--- src/rtl/irq_ctrl_pkg.sv ---
package irq_ctrl_pkg;
    // ------------------------------------------------------------
    // Register addresses in the special function register space
    // ------------------------------------------------------------
    localparam logic [7:0] ADDR_TTC_REG = 8'h88;
    localparam logic [7:0] ADDR_AUX_EN = 8'h9A;
    localparam logic [7:0] ADDR_MAIN_EN = 8'hA8;
    localparam logic [7:0] ADDR_PRIO_LO = 8'hA9;
    localparam logic [7:0] ADDR_EXT_EN = 8'hB8;
    localparam logic [7:0] ADDR_PRIO_HI = 8'hB9;
    localparam logic [7:0] ADDR_EXT_FLAGS = 8'hC0;
    localparam logic [7:0] ADDR_T2_POL = 8'hC8;

    // ------------------------------------------------------------
    // Field positions
    // ------------------------------------------------------------
    localparam int GLOBAL_EN_BIT = 7;
    localparam int TB_FLAG_BIT = 7;
    localparam int TA_FLAG_BIT = 5;
    localparam int PB_FLAG_BIT = 3;
    localparam int PB_TYPE_BIT = 2;
    localparam int PA_FLAG_BIT = 1;
    localparam int PA_TYPE_BIT = 0;
    localparam int ENGINE_POL_BIT = 6;
    localparam int COLL_POL_BIT = 5;

    // Masks of the bits that each register really holds
    localparam logic [7:0] MAIN_EN_MASK = 8'hDF;
    localparam logic [7:0] EXT_EN_MASK = 8'h3E;
    localparam logic [7:0] AUX_EN_MASK = 8'h01;
    localparam logic [7:0] PRIO_MASK = 8'h3F;
    localparam logic [7:0] T2_POL_MASK = 8'h60;
    localparam logic [7:0] TTC_CTRL_MASK = 8'h55;
    localparam logic [7:0] RESET_BYTE = 8'h00;

    // ------------------------------------------------------------
    // Sources, indexed in polling order
    // ------------------------------------------------------------
    localparam int NUM_SRC = 11;
    localparam int NUM_GROUPS = 6;
    localparam int SRC_PIN_A = 0;
    localparam int SRC_SER_B = 1;
    localparam int SRC_TMR_A = 2;
    localparam int SRC_COLL = 3;
    localparam int SRC_PIN_B = 4;
    localparam int SRC_ENGINE = 5;
    localparam int SRC_TMR_B = 6;
    localparam int SRC_PLL = 7;
    localparam int SRC_SER_A = 8;
    localparam int SRC_EEPROM = 9;
    localparam int SRC_MISC = 10;

    // Vector table, one slot per source
    localparam logic [15:0] VEC_PIN_A = 16'h0003;
    localparam logic [15:0] VEC_SER_B = 16'h0083;
    localparam logic [15:0] VEC_TMR_A = 16'h000B;
    localparam logic [15:0] VEC_COLL = 16'h004B;
    localparam logic [15:0] VEC_PIN_B = 16'h0013;
    localparam logic [15:0] VEC_ENGINE = 16'h0053;
    localparam logic [15:0] VEC_TMR_B = 16'h001B;
    localparam logic [15:0] VEC_PLL = 16'h005B;
    localparam logic [15:0] VEC_SER_A = 16'h0023;
    localparam logic [15:0] VEC_EEPROM = 16'h0063;
    localparam logic [15:0] VEC_MISC = 16'h006B;

    typedef enum logic [1:0] {
        LVL_0,
        LVL_1,
        LVL_2,
        LVL_3
    } level_t;
endpackage

--- src/rtl/edge_flag.sv ---
`timescale 1ns/100ps
// One external request flag: edge detect with selectable polarity,
// set on detection, cleared on vectoring or a software zero write.
module edge_flag (
    input wire logic clk,
    input wire logic rst,
    input wire logic sample_en,
    input wire logic line_in,
    input wire logic rising_sel,
    input wire logic vec_clr,
    input wire logic sw_clr,
    output logic flag
);
    logic line_q;
    logic armed_q;
    logic flag_d;
    wire rise = line_in & ~line_q;
    wire fall = ~line_in & line_q;
    // The first sample only loads the line: an idle-high line would
    // otherwise look like an edge against the reset value.
    wire hit = sample_en & armed_q & (rising_sel ? rise : fall);

    // Set wins over any clear in the same cycle
    assign flag_d = hit | (flag & ~vec_clr & ~sw_clr);

    always_ff @(posedge clk or posedge rst) begin
        if (rst) begin
            line_q <= 1'b0;
            armed_q <= 1'b0;
            flag <= 1'b0;
        end else begin
            if (sample_en) begin
                line_q <= line_in;
                armed_q <= 1'b1;
            end
            flag <= flag_d;
        end
    end
endmodule

--- src/rtl/mpu_interrupt_controller.sv ---
`timescale 1ns/100ps
// Functional notes
// - Eleven sources, four priority levels, visible flags
// - Each source masked by its enable bit
// - Accepted request calls its fixed vector
// - Only strictly higher level preempts active service
// - Return-from-interrupt ends the active level
// - Flags set regardless of enable bits
// - Flags sampled once per machine cycle
// - Registered request acknowledged next instruction cycle
// - Defer after return or enable/priority write
// - Global enable bit 7 blocks everything
// - Main enable register source bit layout
// - External enable bits 5..1 for sources 6..2
// - Sources 2, 4 and 6 merge their peripheral events
// - Auxiliary enable bit 0 for serial B
// - Timer control register holds four flags
// - Pin sources: 0 level, 1 falling edge
// - Polarity bits for sources 3 and 2
// - Request register bits 5..1 show pending
// - Timer flags cleared on call, ack pulses
// - External flags cleared on vectoring, except source 6
// - Two priority bits give four levels
// - Software clears flags by writing zero only
module mpu_interrupt_controller (
    input wire logic CLK,
    input wire logic RST,
    // Register port from the core
    input wire logic [7:0] SFR_ADDR,
    input wire logic SFR_WR,
    input wire logic [7:0] SFR_WDATA,
    output logic [7:0] SFR_RDATA,
    // Core timing and handshake
    input wire logic MACHINE_CYCLE,
    input wire logic INSTR_END,
    input wire logic RETI_EXEC,
    output logic IRQ_CALL,
    output logic [15:0] IRQ_VECTOR,
    output logic TIMER_A_SERVICE_ACK,
    output logic TIMER_B_SERVICE_ACK,
    // Request sources
    input wire logic TIMER_A_OVERFLOW,
    input wire logic TIMER_B_OVERFLOW,
    input wire logic SERIAL_A_REQ,
    input wire logic SERIAL_B_REQ,
    input wire logic PIN_IRQ_A_N,
    input wire logic PIN_IRQ_B_N,
    input wire logic FLASH_WRITE_COLLISION_A,
    input wire logic FLASH_WRITE_COLLISION_B,
    input wire logic SPI_REQ,
    input wire logic ENGINE_BUSY,
    input wire logic PLL_LOCK_RISE,
    input wire logic PLL_LOCK_FALL,
    input wire logic EEPROM_BUSY_N,
    input wire logic TRANSFER_IN_PROGRESS_N,
    input wire logic ONE_SECOND_TICK_N,
    input wire logic WATCHDOG_NEAR_OVERFLOW_N
);
    // ------------------------------------------------------------
    // Register decode
    // ------------------------------------------------------------
    logic [7:0] main_en_q, ext_en_q, aux_en_q, prio_lo_q, prio_hi_q, t2_pol_q, ttc_ctrl_q;
    wire wr_ttc = SFR_WR && SFR_ADDR == irq_ctrl_pkg::ADDR_TTC_REG;
    wire wr_main = SFR_WR && SFR_ADDR == irq_ctrl_pkg::ADDR_MAIN_EN;
    wire wr_ext = SFR_WR && SFR_ADDR == irq_ctrl_pkg::ADDR_EXT_EN;
    wire wr_aux = SFR_WR && SFR_ADDR == irq_ctrl_pkg::ADDR_AUX_EN;
    wire wr_plo = SFR_WR && SFR_ADDR == irq_ctrl_pkg::ADDR_PRIO_LO;
    wire wr_phi = SFR_WR && SFR_ADDR == irq_ctrl_pkg::ADDR_PRIO_HI;
    wire wr_flags = SFR_WR && SFR_ADDR == irq_ctrl_pkg::ADDR_EXT_FLAGS;
    wire wr_t2 = SFR_WR && SFR_ADDR == irq_ctrl_pkg::ADDR_T2_POL;
    wire defer_wr = wr_main | wr_ext | wr_aux | wr_plo | wr_phi;

    always_ff @(posedge CLK or posedge RST) begin
        if (RST) begin
            main_en_q <= irq_ctrl_pkg::RESET_BYTE;
            ext_en_q <= irq_ctrl_pkg::RESET_BYTE;
            aux_en_q <= irq_ctrl_pkg::RESET_BYTE;
            prio_lo_q <= irq_ctrl_pkg::RESET_BYTE;
            prio_hi_q <= irq_ctrl_pkg::RESET_BYTE;
            t2_pol_q <= irq_ctrl_pkg::RESET_BYTE;
            ttc_ctrl_q <= irq_ctrl_pkg::RESET_BYTE;
        end else begin
            if (wr_main) main_en_q <= SFR_WDATA & irq_ctrl_pkg::MAIN_EN_MASK;
            if (wr_ext) ext_en_q <= SFR_WDATA & irq_ctrl_pkg::EXT_EN_MASK;
            if (wr_aux) aux_en_q <= SFR_WDATA & irq_ctrl_pkg::AUX_EN_MASK;
            if (wr_plo) prio_lo_q <= SFR_WDATA & irq_ctrl_pkg::PRIO_MASK;
            if (wr_phi) prio_hi_q <= SFR_WDATA & irq_ctrl_pkg::PRIO_MASK;
            if (wr_t2) t2_pol_q <= SFR_WDATA & irq_ctrl_pkg::T2_POL_MASK;
            if (wr_ttc) ttc_ctrl_q <= SFR_WDATA & irq_ctrl_pkg::TTC_CTRL_MASK;
        end
    end

    // ------------------------------------------------------------
    // Request flags
    // ------------------------------------------------------------
    logic ta_flag_q, tb_flag_q, pa_edge_q, pb_edge_q, pa_line_q, pb_line_q;
    logic [10:0] flag;
    logic [10:0] vec_clr;
    wire pa_type = ttc_ctrl_q[irq_ctrl_pkg::PA_TYPE_BIT];
    wire pb_type = ttc_ctrl_q[irq_ctrl_pkg::PB_TYPE_BIT];
    wire s = MACHINE_CYCLE;
    // Edge latch runs in edge mode only, so a mode switch finds no stale edge
    wire pa_fall = s & pa_type & pa_line_q & ~PIN_IRQ_A_N;
    wire pb_fall = s & pb_type & pb_line_q & ~PIN_IRQ_B_N;
    // Zero written clears, one written leaves the flag alone
    wire clr_ta = wr_ttc & ~SFR_WDATA[irq_ctrl_pkg::TA_FLAG_BIT];
    wire clr_tb = wr_ttc & ~SFR_WDATA[irq_ctrl_pkg::TB_FLAG_BIT];
    wire clr_pa = wr_ttc & ~SFR_WDATA[irq_ctrl_pkg::PA_FLAG_BIT];
    wire clr_pb = wr_ttc & ~SFR_WDATA[irq_ctrl_pkg::PB_FLAG_BIT];

    always_ff @(posedge CLK or posedge RST) begin
        if (RST) begin
            ta_flag_q <= 1'b0;
            tb_flag_q <= 1'b0;
            pa_edge_q <= 1'b0;
            pb_edge_q <= 1'b0;
            pa_line_q <= 1'b1;
            pb_line_q <= 1'b1;
        end else begin
            // Set wins over hardware and software clears
            ta_flag_q <= TIMER_A_OVERFLOW | (ta_flag_q & ~vec_clr[irq_ctrl_pkg::SRC_TMR_A] & ~clr_ta);
            tb_flag_q <= TIMER_B_OVERFLOW | (tb_flag_q & ~vec_clr[irq_ctrl_pkg::SRC_TMR_B] & ~clr_tb);
            pa_edge_q <= pa_fall | (pa_edge_q & ~vec_clr[irq_ctrl_pkg::SRC_PIN_A] & ~clr_pa);
            pb_edge_q <= pb_fall | (pb_edge_q & ~vec_clr[irq_ctrl_pkg::SRC_PIN_B] & ~clr_pb);
            if (s) begin
                pa_line_q <= PIN_IRQ_A_N;
                pb_line_q <= PIN_IRQ_B_N;
            end
        end
    end

    // Level mode tracks the pin, so it cannot be cleared while low
    wire pa_flag = pa_type ? pa_edge_q : ~PIN_IRQ_A_N;
    wire pb_flag = pb_type ? pb_edge_q : ~PIN_IRQ_B_N;

    // Merged external lines, active low to match falling edges, except the active-high PLL line
    wire coll_line = ~(FLASH_WRITE_COLLISION_A | FLASH_WRITE_COLLISION_B | SPI_REQ);
    wire engine_line = ~ENGINE_BUSY;
    wire pll_line = PLL_LOCK_RISE | PLL_LOCK_FALL;
    wire misc_line = TRANSFER_IN_PROGRESS_N & ONE_SECOND_TICK_N & WATCHDOG_NEAR_OVERFLOW_N;
    wire [4:0] ext_line = {misc_line, EEPROM_BUSY_N, pll_line, engine_line, coll_line};
    // Sources 2 and 3 programmable, 4 rising, 5 and 6 falling
    wire [4:0] ext_rise = {1'b0, 1'b0, 1'b1, ~t2_pol_q[irq_ctrl_pkg::ENGINE_POL_BIT],
        ~t2_pol_q[irq_ctrl_pkg::COLL_POL_BIT]};
    wire [4:0] ext_vclr = {vec_clr[irq_ctrl_pkg::SRC_MISC], vec_clr[irq_ctrl_pkg::SRC_EEPROM],
        vec_clr[irq_ctrl_pkg::SRC_PLL], vec_clr[irq_ctrl_pkg::SRC_ENGINE],
        vec_clr[irq_ctrl_pkg::SRC_COLL]};
    logic [4:0] ext_flag;

    // Lines are inverted before edge detection, so polarity 1 means
    // falling detection on the inverted line for sources 2 and 3.
    for (genvar g = 0; g < 5; g++) begin : g_ext
        edge_flag u_flag (
            .clk(CLK),
            .rst(RST),
            .sample_en(s),
            .line_in(ext_line[g]),
            .rising_sel(ext_rise[g]),
            .vec_clr(ext_vclr[g]),
            .sw_clr(wr_flags & ~SFR_WDATA[g + 1]),
            .flag(ext_flag[g])
        );
    end

    // Flags in polling order
    assign flag = {ext_flag[4], ext_flag[3], SERIAL_A_REQ, ext_flag[2], tb_flag_q,
        ext_flag[1], pb_flag, ext_flag[0], ta_flag_q, SERIAL_B_REQ, pa_flag};

    // ------------------------------------------------------------
    // Enables and levels
    // ------------------------------------------------------------
    wire [10:0] enable = {ext_en_q[5], ext_en_q[4], main_en_q[4], ext_en_q[3], main_en_q[3],
        ext_en_q[2], main_en_q[2], ext_en_q[1], main_en_q[1], aux_en_q[0], main_en_q[0]};
    wire global_irq_enable = main_en_q[irq_ctrl_pkg::GLOBAL_EN_BIT];
    wire [10:0] req = flag & enable & {irq_ctrl_pkg::NUM_SRC{global_irq_enable}};

    // Group g holds sources 2g and 2g+1
    logic [21:0] lvl;
    always_comb begin
        for (int i = 0; i < irq_ctrl_pkg::NUM_SRC; i++) begin
            lvl[2*i +: 2] = {prio_hi_q[i/2], prio_lo_q[i/2]};
        end
    end

    logic found;
    logic [3:0] pick;
    logic [1:0] pick_lvl;
    priority_pick u_pick (
        .req(req),
        .lvl(lvl),
        .found(found),
        .idx(pick),
        .level(pick_lvl)
    );

    // ------------------------------------------------------------
    // Acceptance and service tracking
    // ------------------------------------------------------------
    logic [3:0] active_q;
    logic reg_valid_q, defer_q;
    logic [3:0] reg_idx_q;
    logic [1:0] reg_lvl_q;
    logic [3:0] top_active;
    logic any_active;
    always_comb begin
        any_active = 1'b0;
        top_active = 4'h0;
        for (int l = 0; l < 4; l++) begin
            if (active_q[l]) begin
                any_active = 1'b1;
                top_active = 4'(l);
            end
        end
    end
    // Strictly higher than any running service
    wire lvl_ok = !any_active || 4'(pick_lvl) > top_active;
    wire reg_ok = !any_active || 4'(reg_lvl_q) > top_active;
    wire take = reg_valid_q && INSTR_END && !defer_q && !RETI_EXEC && !defer_wr && reg_ok;

    logic [15:0] vec_sel;
    always_comb begin
        case (reg_idx_q)
            4'h0: vec_sel = irq_ctrl_pkg::VEC_PIN_A;
            4'h1: vec_sel = irq_ctrl_pkg::VEC_SER_B;
            4'h2: vec_sel = irq_ctrl_pkg::VEC_TMR_A;
            4'h3: vec_sel = irq_ctrl_pkg::VEC_COLL;
            4'h4: vec_sel = irq_ctrl_pkg::VEC_PIN_B;
            4'h5: vec_sel = irq_ctrl_pkg::VEC_ENGINE;
            4'h6: vec_sel = irq_ctrl_pkg::VEC_TMR_B;
            4'h7: vec_sel = irq_ctrl_pkg::VEC_PLL;
            4'h8: vec_sel = irq_ctrl_pkg::VEC_SER_A;
            4'h9: vec_sel = irq_ctrl_pkg::VEC_EEPROM;
            default: vec_sel = irq_ctrl_pkg::VEC_MISC;
        endcase
    end

    // Clear pulse for the vectored source; the misc source keeps its flag
    // since its sub-flags are cleared by the handler.
    always_comb begin
        vec_clr = '0;
        if (take && reg_idx_q != 4'(irq_ctrl_pkg::SRC_MISC)) begin
            vec_clr[reg_idx_q] = 1'b1;
        end
    end

    // Highest active bit dropped on return
    logic [3:0] end_mask;
    always_comb begin
        end_mask = '0;
        end_mask[top_active[1:0]] = RETI_EXEC & any_active;
    end

    always_ff @(posedge CLK or posedge RST) begin
        if (RST) begin
            reg_valid_q <= 1'b0;
            reg_idx_q <= 4'h0;
            reg_lvl_q <= 2'h0;
            defer_q <= 1'b0;
            active_q <= 4'h0;
            IRQ_CALL <= 1'b0;
            IRQ_VECTOR <= 16'h0000;
            TIMER_A_SERVICE_ACK <= 1'b0;
            TIMER_B_SERVICE_ACK <= 1'b0;
        end else begin
            // Poll on each machine cycle; a taken request is consumed
            if (take) begin
                reg_valid_q <= 1'b0;
            end else if (s) begin
                reg_valid_q <= found && lvl_ok;
                reg_idx_q <= pick;
                reg_lvl_q <= pick_lvl;
            end
            // Holds the deferral across the instruction that caused it
            if (INSTR_END) begin
                defer_q <= 1'b0;
            end else if (RETI_EXEC || defer_wr) begin
                defer_q <= 1'b1;
            end
            active_q <= (active_q & ~end_mask) | (take ? 4'(1) << reg_lvl_q : 4'h0);
            IRQ_CALL <= take;
            if (take) IRQ_VECTOR <= vec_sel;
            TIMER_A_SERVICE_ACK <= take && reg_idx_q == 4'(irq_ctrl_pkg::SRC_TMR_A);
            TIMER_B_SERVICE_ACK <= take && reg_idx_q == 4'(irq_ctrl_pkg::SRC_TMR_B);
        end
    end

    // ------------------------------------------------------------
    // Read back
    // ------------------------------------------------------------
    wire [7:0] ttc_rd = ttc_ctrl_q | {tb_flag_q, 1'b0, ta_flag_q, 1'b0, pb_flag, 1'b0,
        pa_flag, 1'b0};
    wire [7:0] flags_rd = {2'b00, ext_flag, 1'b0};
    always_comb begin
        case (SFR_ADDR)
            irq_ctrl_pkg::ADDR_TTC_REG: SFR_RDATA = ttc_rd;
            irq_ctrl_pkg::ADDR_AUX_EN: SFR_RDATA = aux_en_q;
            irq_ctrl_pkg::ADDR_MAIN_EN: SFR_RDATA = main_en_q;
            irq_ctrl_pkg::ADDR_PRIO_LO: SFR_RDATA = prio_lo_q;
            irq_ctrl_pkg::ADDR_EXT_EN: SFR_RDATA = ext_en_q;
            irq_ctrl_pkg::ADDR_PRIO_HI: SFR_RDATA = prio_hi_q;
            irq_ctrl_pkg::ADDR_EXT_FLAGS: SFR_RDATA = flags_rd;
            irq_ctrl_pkg::ADDR_T2_POL: SFR_RDATA = t2_pol_q;
            default: SFR_RDATA = 8'h00;
        endcase
    end
endmodule

--- src/rtl/priority_pick.sv ---
`timescale 1ns/100ps
// Picks the highest-level request; ties go to the lowest index,
// which is the fixed polling order.
module priority_pick (
    input wire logic [10:0] req,
    input wire logic [21:0] lvl,
    output logic found,
    output logic [3:0] idx,
    output logic [1:0] level
);
    always_comb begin
        found = 1'b0;
        idx = 4'h0;
        level = 2'h0;
        for (int i = 0; i < irq_ctrl_pkg::NUM_SRC; i++) begin
            if (req[i] && (!found || lvl[2*i +: 2] > level)) begin
                found = 1'b1;
                idx = 4'(i);
                level = lvl[2*i +: 2];
            end
        end
    end
endmodule

--- config.mk ---
export PLATFORM = sky130hd
export DESIGN_NAME = mpu_interrupt_controller
export DESIGN_NICKNAME = d
export VERILOG_FILES = /design/src/rtl/irq_ctrl_pkg.sv /design/src/rtl/edge_flag.sv /design/src/rtl/mpu_interrupt_controller.sv /design/src/rtl/priority_pick.sv
export SDC_FILE = /design/constraint.sdc
export NUM_CORES = 1
export LEC_CHECK = 0
export ABC_CLOCK_PERIOD_IN_PS = 13700
export BUFFER_PORTS_ARGS = -buffer_cell sky130_fd_sc_hd__buf_2
export CORE_MARGIN = 3
export CORE_UTILIZATION = 59
export CTS_BUF_LIST = sky130_fd_sc_hd__clkbuf_4 sky130_fd_sc_hd__clkbuf_8
export CTS_CLUSTER_DIAMETER = 100
export DETAILED_ROUTE_END_ITERATION = 10
export PLACE_DENSITY = 0.82
export REMOVE_ABC_BUFFERS = 1
export SYNTH_ARGS = -nofsm -noshare
export SYNTH_HDL_FRONTEND = slang
export SYNTH_SLANG_ARGS = --single-unit
--- constraint.sdc ---
create_clock -name CLK -period 13.7 [get_ports CLK]
set_clock_uncertainty 0.1 [all_clocks]
set_input_delay 2.74 -clock CLK [delete_from_list [all_inputs] [get_ports CLK]]
set_output_delay 2.74 -clock CLK [all_outputs]
set_load 0.005 [all_outputs]
==> flow_metrics.tcl, run 1 <==
set metrics [dict create \
    synthCells 444 \
    outcome "finished clean" \
    post_drt_wl_per_cell_um 18.6 \
    yosysSeqAreaShare_pct 40.9 \
    global_route.usage.total_pct 27.5 \
    worstSetupPathType "in2reg" \
    footprint_of_the_multi_input_gates_um2 2500 \
    setup_violations 0 \
    cts-htree-levels 3 \
    synth.yosys.warnings 0 \
    timing.critical_path.slowest_stage_cell "sky130_fd_sc_hd__maj3_2" \
    grt_antenna_before_repair 0 \
    leakage_nw 2.55 \
    worst_path_largest_cell_delay_ns 0.33 \
    setup.worst_path.start_class "input pin" \
    stdcell_area_um2 5210 \
    core_region_area_um2 6870 \
    cp_top_family "compound AO/OA/AOI/OAI gates" \
    placedCellCount 594 \
    start_util_pct 61.6 \
    root_buffer "sky130_fd_sc_hd__clkbuf_8" \
    pwr_density_cell_nw_per_um2 90.6 \
    tritoncts_buffer_count 9 \
    cp.arrival_ns 13.59 \
    clock_sink_count 69 \
    net_count_of_the_finished_layout 582 \
    intPower_uw 349 \
    fp.dieH_um 90.7 \
    max_cap_viol_count 0 \
    highest_ir_drop_seen_on_vdd_mv 0.0973 \
    fillCellCount 449 \
    power_switching_uw 123 \
    layout.cells.non_filler 631 \
    share_of_the_clock_period_used_by_the_worst_path_pct 97.9 \
    worst_setup_timing_slack_at_the_placement_stage_ns -0.562 \
    numPortBuffers 55 \
    count_of_antenna_violating_nets_left_after_detailed_routing 0 \
    place.detailed.hpwl_mm 7.69 \
    grt_first_pass_wirelength_mm 18.0 \
    initialDrtViolationCount 469 \
    synth_cell_types 70 \
    sequentialPowerShare_pct 48.0 \
    ys_async_sr_fraction_pct 100 \
    worst_pin_slew_ns 0.869 \
    power.share.clock_pct 39.3 \
    worst_slew_margin_rel_pct 42.0 \
    maximum_achievable_frequency_mhz 74.6 \
    power.combinational.fraction_pct 12.7 \
    critical_path.n_buffers_inverters 3 \
    grt_max_degree 70 \
    clk_slew_on_worst_s_h_paths_ns 0.07 \
    clock_latency_ns 0.35 \
    drc_errors 0 \
    top_level_ports 65 \
    clock_path_buffers 2 \
    first_global_vias 3749 \
    crit_fanout 5 \
    globalRouteOverflowTotal 0 \
    die_area_um2 8220 \
    rows 30 \
    yosys_register_bits 69 \
    sw_frac_of_total_pct 26.0 \
    tritoncts "yes" \
    final-hold-violation-count 0 \
    final.min_clock_period_ns 13.41 \
    number_of_buffers_added_to_fix_hold_violations_after_cts 0 \
    die_width_um 90.7 \
    syn_to_final_growth_pct 23.1 \
    worst_hold_path_type "reg2reg" \
    placed_area_um2 4620 \
    slew_viol_final 0 \
    post_route_cells_drive_above_1_share_pct 35.3 \
    grt_setup_unrepaired "true" \
    avgViaCountPerCell 6.26 \
    gp_weighted_congestion 0.889 \
    worst_ep_required_time_ns 13.88 \
    crit_path_end_kind "flip-flop" \
    number_of_enable_type_register_cells_in_the_synthesized_netlist 0 \
    synthFlopType "sky130_fd_sc_hd__dfrtp_1" \
    antenna-diode-count 0 \
    postSynthAreaPerCell_um2 9.52 \
    route.vias.total 3949 \
    number_of_iterations_in_the_first_detailed_routing_pass 6 \
    ff_latch_area_um2 1730 \
    timing.critical_path.mode_cell "sky130_fd_sc_hd__ha_1" \
    syn_area_um2 4230 \
    layout_setup_ws_ns 0.289 \
    detail_route.wirelength_mm 11.7 \
]
-- sequential cells by signal, summed over array words and instances, names as in the netlist, 2 cells and up --
| name | flops |
|---|---|
| ext_en_q | 5 |
| IRQ_VECTOR | 6 |
| reg_idx_q | 4 |
| g_ext.u_flag.flag | 5 |
| t2_pol_q | 2 |
| prio_lo_q | 6 |
| reg_lvl_q | 2 |
| prio_hi_q | 6 |
| main_en_q | 7 |
| g_ext.u_flag.line_q | 5 |
| ttc_ctrl_q | 4 |
| active_q | 4 |
-- path summary, 6_finish.rpt --
check	start	end	slack, ns	cells after the start
setup / recovery	PIN_IRQ_A_N	reg_valid_q$_DFFE_PP0P_	0.29	65
min in group asynchronous	RST	IRQ_VECTOR[3]$_DFFE_PP0P_	2.53	3
hold reg to reg	g_ext[2].u_flag.line_q$_DFFE_PP0P_	g_ext[2].u_flag.flag$_DFF_PP0_	0.37	1
setup reg to reg	main_en_q[7]$_DFFE_PP0P_	reg_valid_q$_DFFE_PP0P_	1.95	65
hold / removal	g_ext[2].u_flag.line_q$_DFFE_PP0P_	g_ext[2].u_flag.flag$_DFF_PP0_	0.37	1
max in group asynchronous	RST	g_ext[0].u_flag.flag$_DFF_PP0_	10.39	3
-- cell usage in the layout, fill, tap and decap left out, types with 3 or more instances in the layout --
cell / n
sky130_fd_sc_hd__a32oi_1: 3
sky130_fd_sc_hd__clkbuf_8: 9
sky130_fd_sc_hd__nor3_1: 7
sky130_fd_sc_hd__a21oi_1: 14
sky130_fd_sc_hd__and2_1: 5
sky130_fd_sc_hd__buf_2: 54
sky130_fd_sc_hd__and3_1: 9
sky130_fd_sc_hd__mux2i_1: 4
sky130_fd_sc_hd__conb_1: 9
sky130_fd_sc_hd__o21ai_1: 9
sky130_fd_sc_hd__o21ai_2: 3
sky130_fd_sc_hd__nand2b_1: 9
sky130_fd_sc_hd__nand2_2: 4
sky130_fd_sc_hd__nand3_1: 12
sky130_fd_sc_hd__buf_4: 34
sky130_fd_sc_hd__o221ai_1: 3
sky130_fd_sc_hd__a31oi_1: 4
sky130_fd_sc_hd__ha_4: 3
sky130_fd_sc_hd__clkbuf_4: 3
sky130_fd_sc_hd__ha_1: 11
sky130_fd_sc_hd__a21o_1: 4
sky130_fd_sc_hd__maj3_2: 3
sky130_fd_sc_hd__and4_1: 4
sky130_fd_sc_hd__a222oi_1: 3
sky130_fd_sc_hd__mux4_2: 4
sky130_fd_sc_hd__nand2_1: 45
sky130_fd_sc_hd__nor2_1: 29
sky130_fd_sc_hd__mux2_2: 29
sky130_fd_sc_hd__dfrtp_1: 67
sky130_fd_sc_hd__inv_1: 20
sky130_fd_sc_hd__nor2b_1: 8
sky130_fd_sc_hd__o31ai_1: 5
sky130_fd_sc_hd__nor2_2: 4
sky130_fd_sc_hd__o21ai_0: 32
sky130_fd_sc_hd__a22oi_1: 3
sky130_fd_sc_hd__o22ai_1: 3
-- per-layer routing --
metal	up-vias	track usage, %	wire, µm
met5	-	0	0
met4	0	14.5	359
met1	1893	36.7	4790
met2	228	42.7	5520
li1	1786	-	-
met3	42	5.25	1050
-- cells in the mapped netlist (3+ instances only) --
cell type,number,share of area [%]
sky130_fd_sc_hd__nand3_1,12,1.4
sky130_fd_sc_hd__o21bai_1,3,0.53
sky130_fd_sc_hd__and3_1,10,1.5
sky130_fd_sc_hd__mux2i_1,5,1.2
sky130_fd_sc_hd__mux4_2,4,2.1
sky130_fd_sc_hd__inv_1,21,1.9
sky130_fd_sc_hd__mux2_2,30,8.0
sky130_fd_sc_hd__and2_1,6,0.89
sky130_fd_sc_hd__nand2_1,47,4.2
sky130_fd_sc_hd__nor2b_1,9,1.3
sky130_fd_sc_hd__a22oi_1,4,0.71
sky130_fd_sc_hd__clkbuf_1,8,0.71
sky130_fd_sc_hd__a32oi_1,3,0.62
sky130_fd_sc_hd__nor2_1,34,3.0
sky130_fd_sc_hd__a31oi_1,4,0.59
sky130_fd_sc_hd__ha_1,14,4.1
sky130_fd_sc_hd__nor3_1,7,0.83
sky130_fd_sc_hd__dfrtp_1,67,40
sky130_fd_sc_hd__a21o_1,4,0.71
sky130_fd_sc_hd__a21oi_1,15,1.8
sky130_fd_sc_hd__and4_1,4,0.83
sky130_fd_sc_hd__nand2b_1,9,1.3
sky130_fd_sc_hd__buf_4,11,2.0
sky130_fd_sc_hd__o21ai_0,40,4.7
sky130_fd_sc_hd__a222oi_1,3,0.71
sky130_fd_sc_hd__o22ai_1,3,0.44
sky130_fd_sc_hd__o31ai_1,7,1.2
sky130_fd_sc_hd__o221ai_1,3,0.62
-- cell type report --
class                      instances  share of cell area, %
tap                               96                   2.31
clock inverter                     4                   1.39
multi-input combinational        338                   48.0
sequential                        69                   33.2
inverter                          22                   1.59
timing repair buffer              90                   10.7
clock buffer                      12                   2.81
-- power groups by stage --
stage / Sequential [mW] / Combinational [mW] / Clock, mW
floorplan: 0.225 / 0.0330 / 0
global placement: 0.228 / 0.0499 / 0
detailed placement: 0.229 / 0.0519 / 0
CTS: 0.225 / 0.0536 / 0.187
global route: 0.228 / 0.0662 / 0.196
finish: 0.226 / 0.0601 / 0.185
-- logic make-up after synthesis --
kind of cell | synth area share [%]
buffers and inverters | 5.18
other | 0.0887
AO/OA/AOI/OAI | 18.9
multiplexers | 11.3
adder cells (fa/ha/maj) | 4.88
flip-flops | 40.9
AND/OR/NAND/NOR | 18.7
-- through the flow --
step / TNS (ns) / hold slack [ns] / total power, mW / utilization [%]
2_1_floorplan: 0 / 0.333 / 0.258 / -
3_3_place_gp: -0.115 / 0.343 / 0.278 / 67.3
3_5_place_dp: -0.803 / 0.361 / 0.281 / 67.3
4_1_cts: 0 / 0.372 / 0.465 / 71.3
5_1_grt: -0.405 / 0.396 / 0.490 / 75.8
6_report: 0 / 0.368 / 0.472 / 75.8
-- what timing repair did --
item	in CTS	in global routing
endpoints found under the setup margin	1	7
pin swaps	8	48
buffers inserted	5	16
gates resized for setup	8	36
gates cloned	0	0
No activity file was read; power rests on OpenSTA's default activity.
==> run 2: changes to the inputs <==
--- a/config.mk
+++ b/config.mk
@@ -7,6 +7,7 @@
 export LEC_CHECK = 0
 export ABC_CLOCK_PERIOD_IN_PS = 13700
 export BUFFER_PORTS_ARGS = -buffer_cell sky130_fd_sc_hd__buf_2
+export CORE_ASPECT_RATIO = 0.9
 export CORE_MARGIN = 3
 export CORE_UTILIZATION = 59
 export CTS_BUF_LIST = sky130_fd_sc_hd__clkbuf_4 sky130_fd_sc_hd__clkbuf_8
==> run 2 against run 1 <==
Total power is 0.69% lower. Register-to-register slack better by 0.02 ns. Sequential share of layout area is 0.58 points lower. Count of clock-buffer cells in the layout is 3 higher. Non-clock buffer count is 8 higher. Flip-flop and latch count stayed put. Worst setup slack worse by 0.0069 ns. Critical path type unchanged. Critical endpoint unchanged. Highest routed layer unchanged.
==> flow_metrics.tcl, run 2 (synthesis results as in run 1) <==
set metrics [dict create \
    outcome "finished clean" \
    worst_ep_required_time_ns 13.88 \
    worst_slew_margin_rel_pct 42.9 \
    tritoncts_buffer_count 9 \
    total_power_uw 468 \
    fp.dieH_um 86.3 \
    core_region_area_um2 6760 \
    footprint_of_the_multi_input_gates_um2 2560 \
    detail_route.wirelength_mm 12.2 \
    first_global_vias 3752 \
    cts-htree-levels 3 \
    drc_errors 0 \
    layout.cells.non_filler 633 \
    slew_viol_final 0 \
    tritoncts "yes" \
    rows 28 \
    timing.critical_path.slowest_stage_cell "sky130_fd_sc_hd__maj3_2" \
    numPortBuffers 55 \
    die_width_um 95.2 \
    syn_to_final_growth_pct 25.3 \
    most_common_cell_after_layout_fill_and_taps_aside "sky130_fd_sc_hd__dfrtp_1" \
    worst_hold_path_type "reg2reg" \
    setup_violations 0 \
    worstSetupPathType "in2reg" \
    grt_use_met3_pct 8.42 \
    global_route.usage.total_pct 29.4 \
    clock_sink_count 69 \
    largest_register_ffs 7 \
    place.detailed.hpwl_mm 8.10 \
    mostFrequentLayoutCells "67 x sky130_fd_sc_hd__dfrtp_1, 55 x sky130_fd_sc_hd__buf_2, 45 x sky130_fd_sc_hd__nand2_1" \
    highest_ir_drop_seen_on_vdd_mv 0.0932 \
    count_of_antenna_violating_nets_left_after_detailed_routing 0 \
    post_drt_wl_per_cell_um 19.3 \
    share_of_the_clock_period_used_by_the_worst_path_pct 97.9 \
    grt_max_degree 70 \
    grt_antenna_before_repair 0 \
    clock_path_buffers 2 \
    die_area_um2 8220 \
    clk_slew_on_worst_s_h_paths_ns 0.07 \
    setup.worst_path.start_class "input pin" \
    cp.arrival_ns 13.60 \
    maximum_achievable_frequency_mhz 74.5 \
    route.vias.total 3991 \
    net_count_of_the_finished_layout 590 \
    post_route_cells_drive_above_1_share_pct 37.9 \
    leakage_nw 2.60 \
    worst_pin_slew_ns 0.857 \
    grt_first_pass_wirelength_mm 18.5 \
    global_route_met1_usage_pct 40.4 \
    start_util_pct 62.5 \
    globalRouteOverflowTotal 0 \
    avgViaCountPerCell 6.30 \
    final.min_clock_period_ns 13.42 \
    crit_fanout 4 \
    ff_latch_area_um2 1730 \
    number_of_buffers_added_to_fix_hold_violations_after_cts 0 \
    pwr_density_cell_nw_per_um2 88.4 \
    max_cap_viol_count 0 \
    grt-busiest-layer "met2" \
    clock_latency_ns 0.35 \
    crit_path_end_kind "flip-flop" \
    number_of_iterations_in_the_first_detailed_routing_pass 9 \
    top_register "main_en_q" \
    root_buffer "sky130_fd_sc_hd__clkbuf_8" \
    placedCellCount 597 \
    gp_weighted_congestion 0.893 \
    global_route.usage.met2_pct 44.9 \
    top_level_ports 65 \
    fillCellCount 420 \
    initialDrtViolationCount 414 \
    final-hold-violation-count 0 \
    worst_path_largest_cell_delay_ns 0.35 \
    antenna-diode-count 0 \
]
## run 2: changes by cell type in the layout (fill, tap and decap cells not counted), sizes merged
cell | before | now
clkbuf | 12 | 15
bufinv | 2 | 1
clkinvlp | 1 | 0
buf | 90 | 98
clkinv | 1 | 0
## run 2: stage by stage
step           hold slack [ns]  util (%)  TNS, ns  worst slack (ns)  instance area (µm²)
6_report                 0.367      78.4        0             0.282                 5300
5_1_grt                  0.398      78.4   -0.224            -0.207                 5300
4_1_cts                  0.373      73.9        0            0.0303                 5000
3_5_place_dp             0.359      69.3   -0.692            -0.516                 4680
3_3_place_gp             0.344      69.3   -0.146            -0.146                 4680
2_1_floorplan            0.333         -        0             0.249                 4120
## run 2: critical path, delay by kind of cell
| kind | cells | cell delay, ns |
|---|---|---|
| adders and majority gates | 13 | 3.70 |
| AOI/OAI and AO/OA | 27 | 4.40 |
| muxes | 2 | 0.44 |
| and+or+nand+nor | 18 | 1.88 |
| buffers and inverters | 4 | 0.42 |
## run 2: worst paths after layout
kind	startpoint	endpoint	slack [ns]	cells after the start
min	g_ext[2].u_flag.line_q$_DFFE_PP0P_	g_ext[2].u_flag.flag$_DFF_PP0_	0.37	1
min reg2reg	g_ext[2].u_flag.line_q$_DFFE_PP0P_	g_ext[2].u_flag.flag$_DFF_PP0_	0.37	1
max reg2reg	main_en_q[7]$_DFFE_PP0P_	reg_valid_q$_DFFE_PP0P_	1.97	64
min in group asynchronous	RST	IRQ_VECTOR[5]$_DFFE_PP0P_	2.53	3
max	SERIAL_B_REQ	reg_valid_q$_DFFE_PP0P_	0.28	64
max in group asynchronous	RST	pb_edge_q$_DFF_PP0_	10.40	3
## run 2: timing repair
action	in CTS	in global routing
endpoints found under the setup margin	1	7
buffers inserted	7	13
resized for setup	13	42
pin swaps	13	42
endpoints found under the hold margin	0	0
## run 2: final cells by class
| type | instances | share of cell area (%) |
|---|---|---|
| Multi-Input combinational cell | 338 | 48.3 |
| Sequential cell | 69 | 32.6 |
| Clock buffer | 15 | 3.54 |
| Timing Repair Buffer | 98 | 11.3 |
| Clock inverter | 1 | 0.567 |
| Inverter | 22 | 1.56 |
| Tap cell | 90 | 2.13 |
## run 2: metal layers
metal,vias up,routed length (µm)
li1,1794,-
met1,1909,4860
met2,251,5780
met3,37,1250
met4,0,348
met5,-,0
## run 2: where the power goes
group          internal (mW)  switching [mW]  leakage, nW
registers              0.215          0.0118        0.863
logic                 0.0275          0.0354         1.63
clock network          0.105          0.0738        0.114
total                  0.347           0.121         2.60
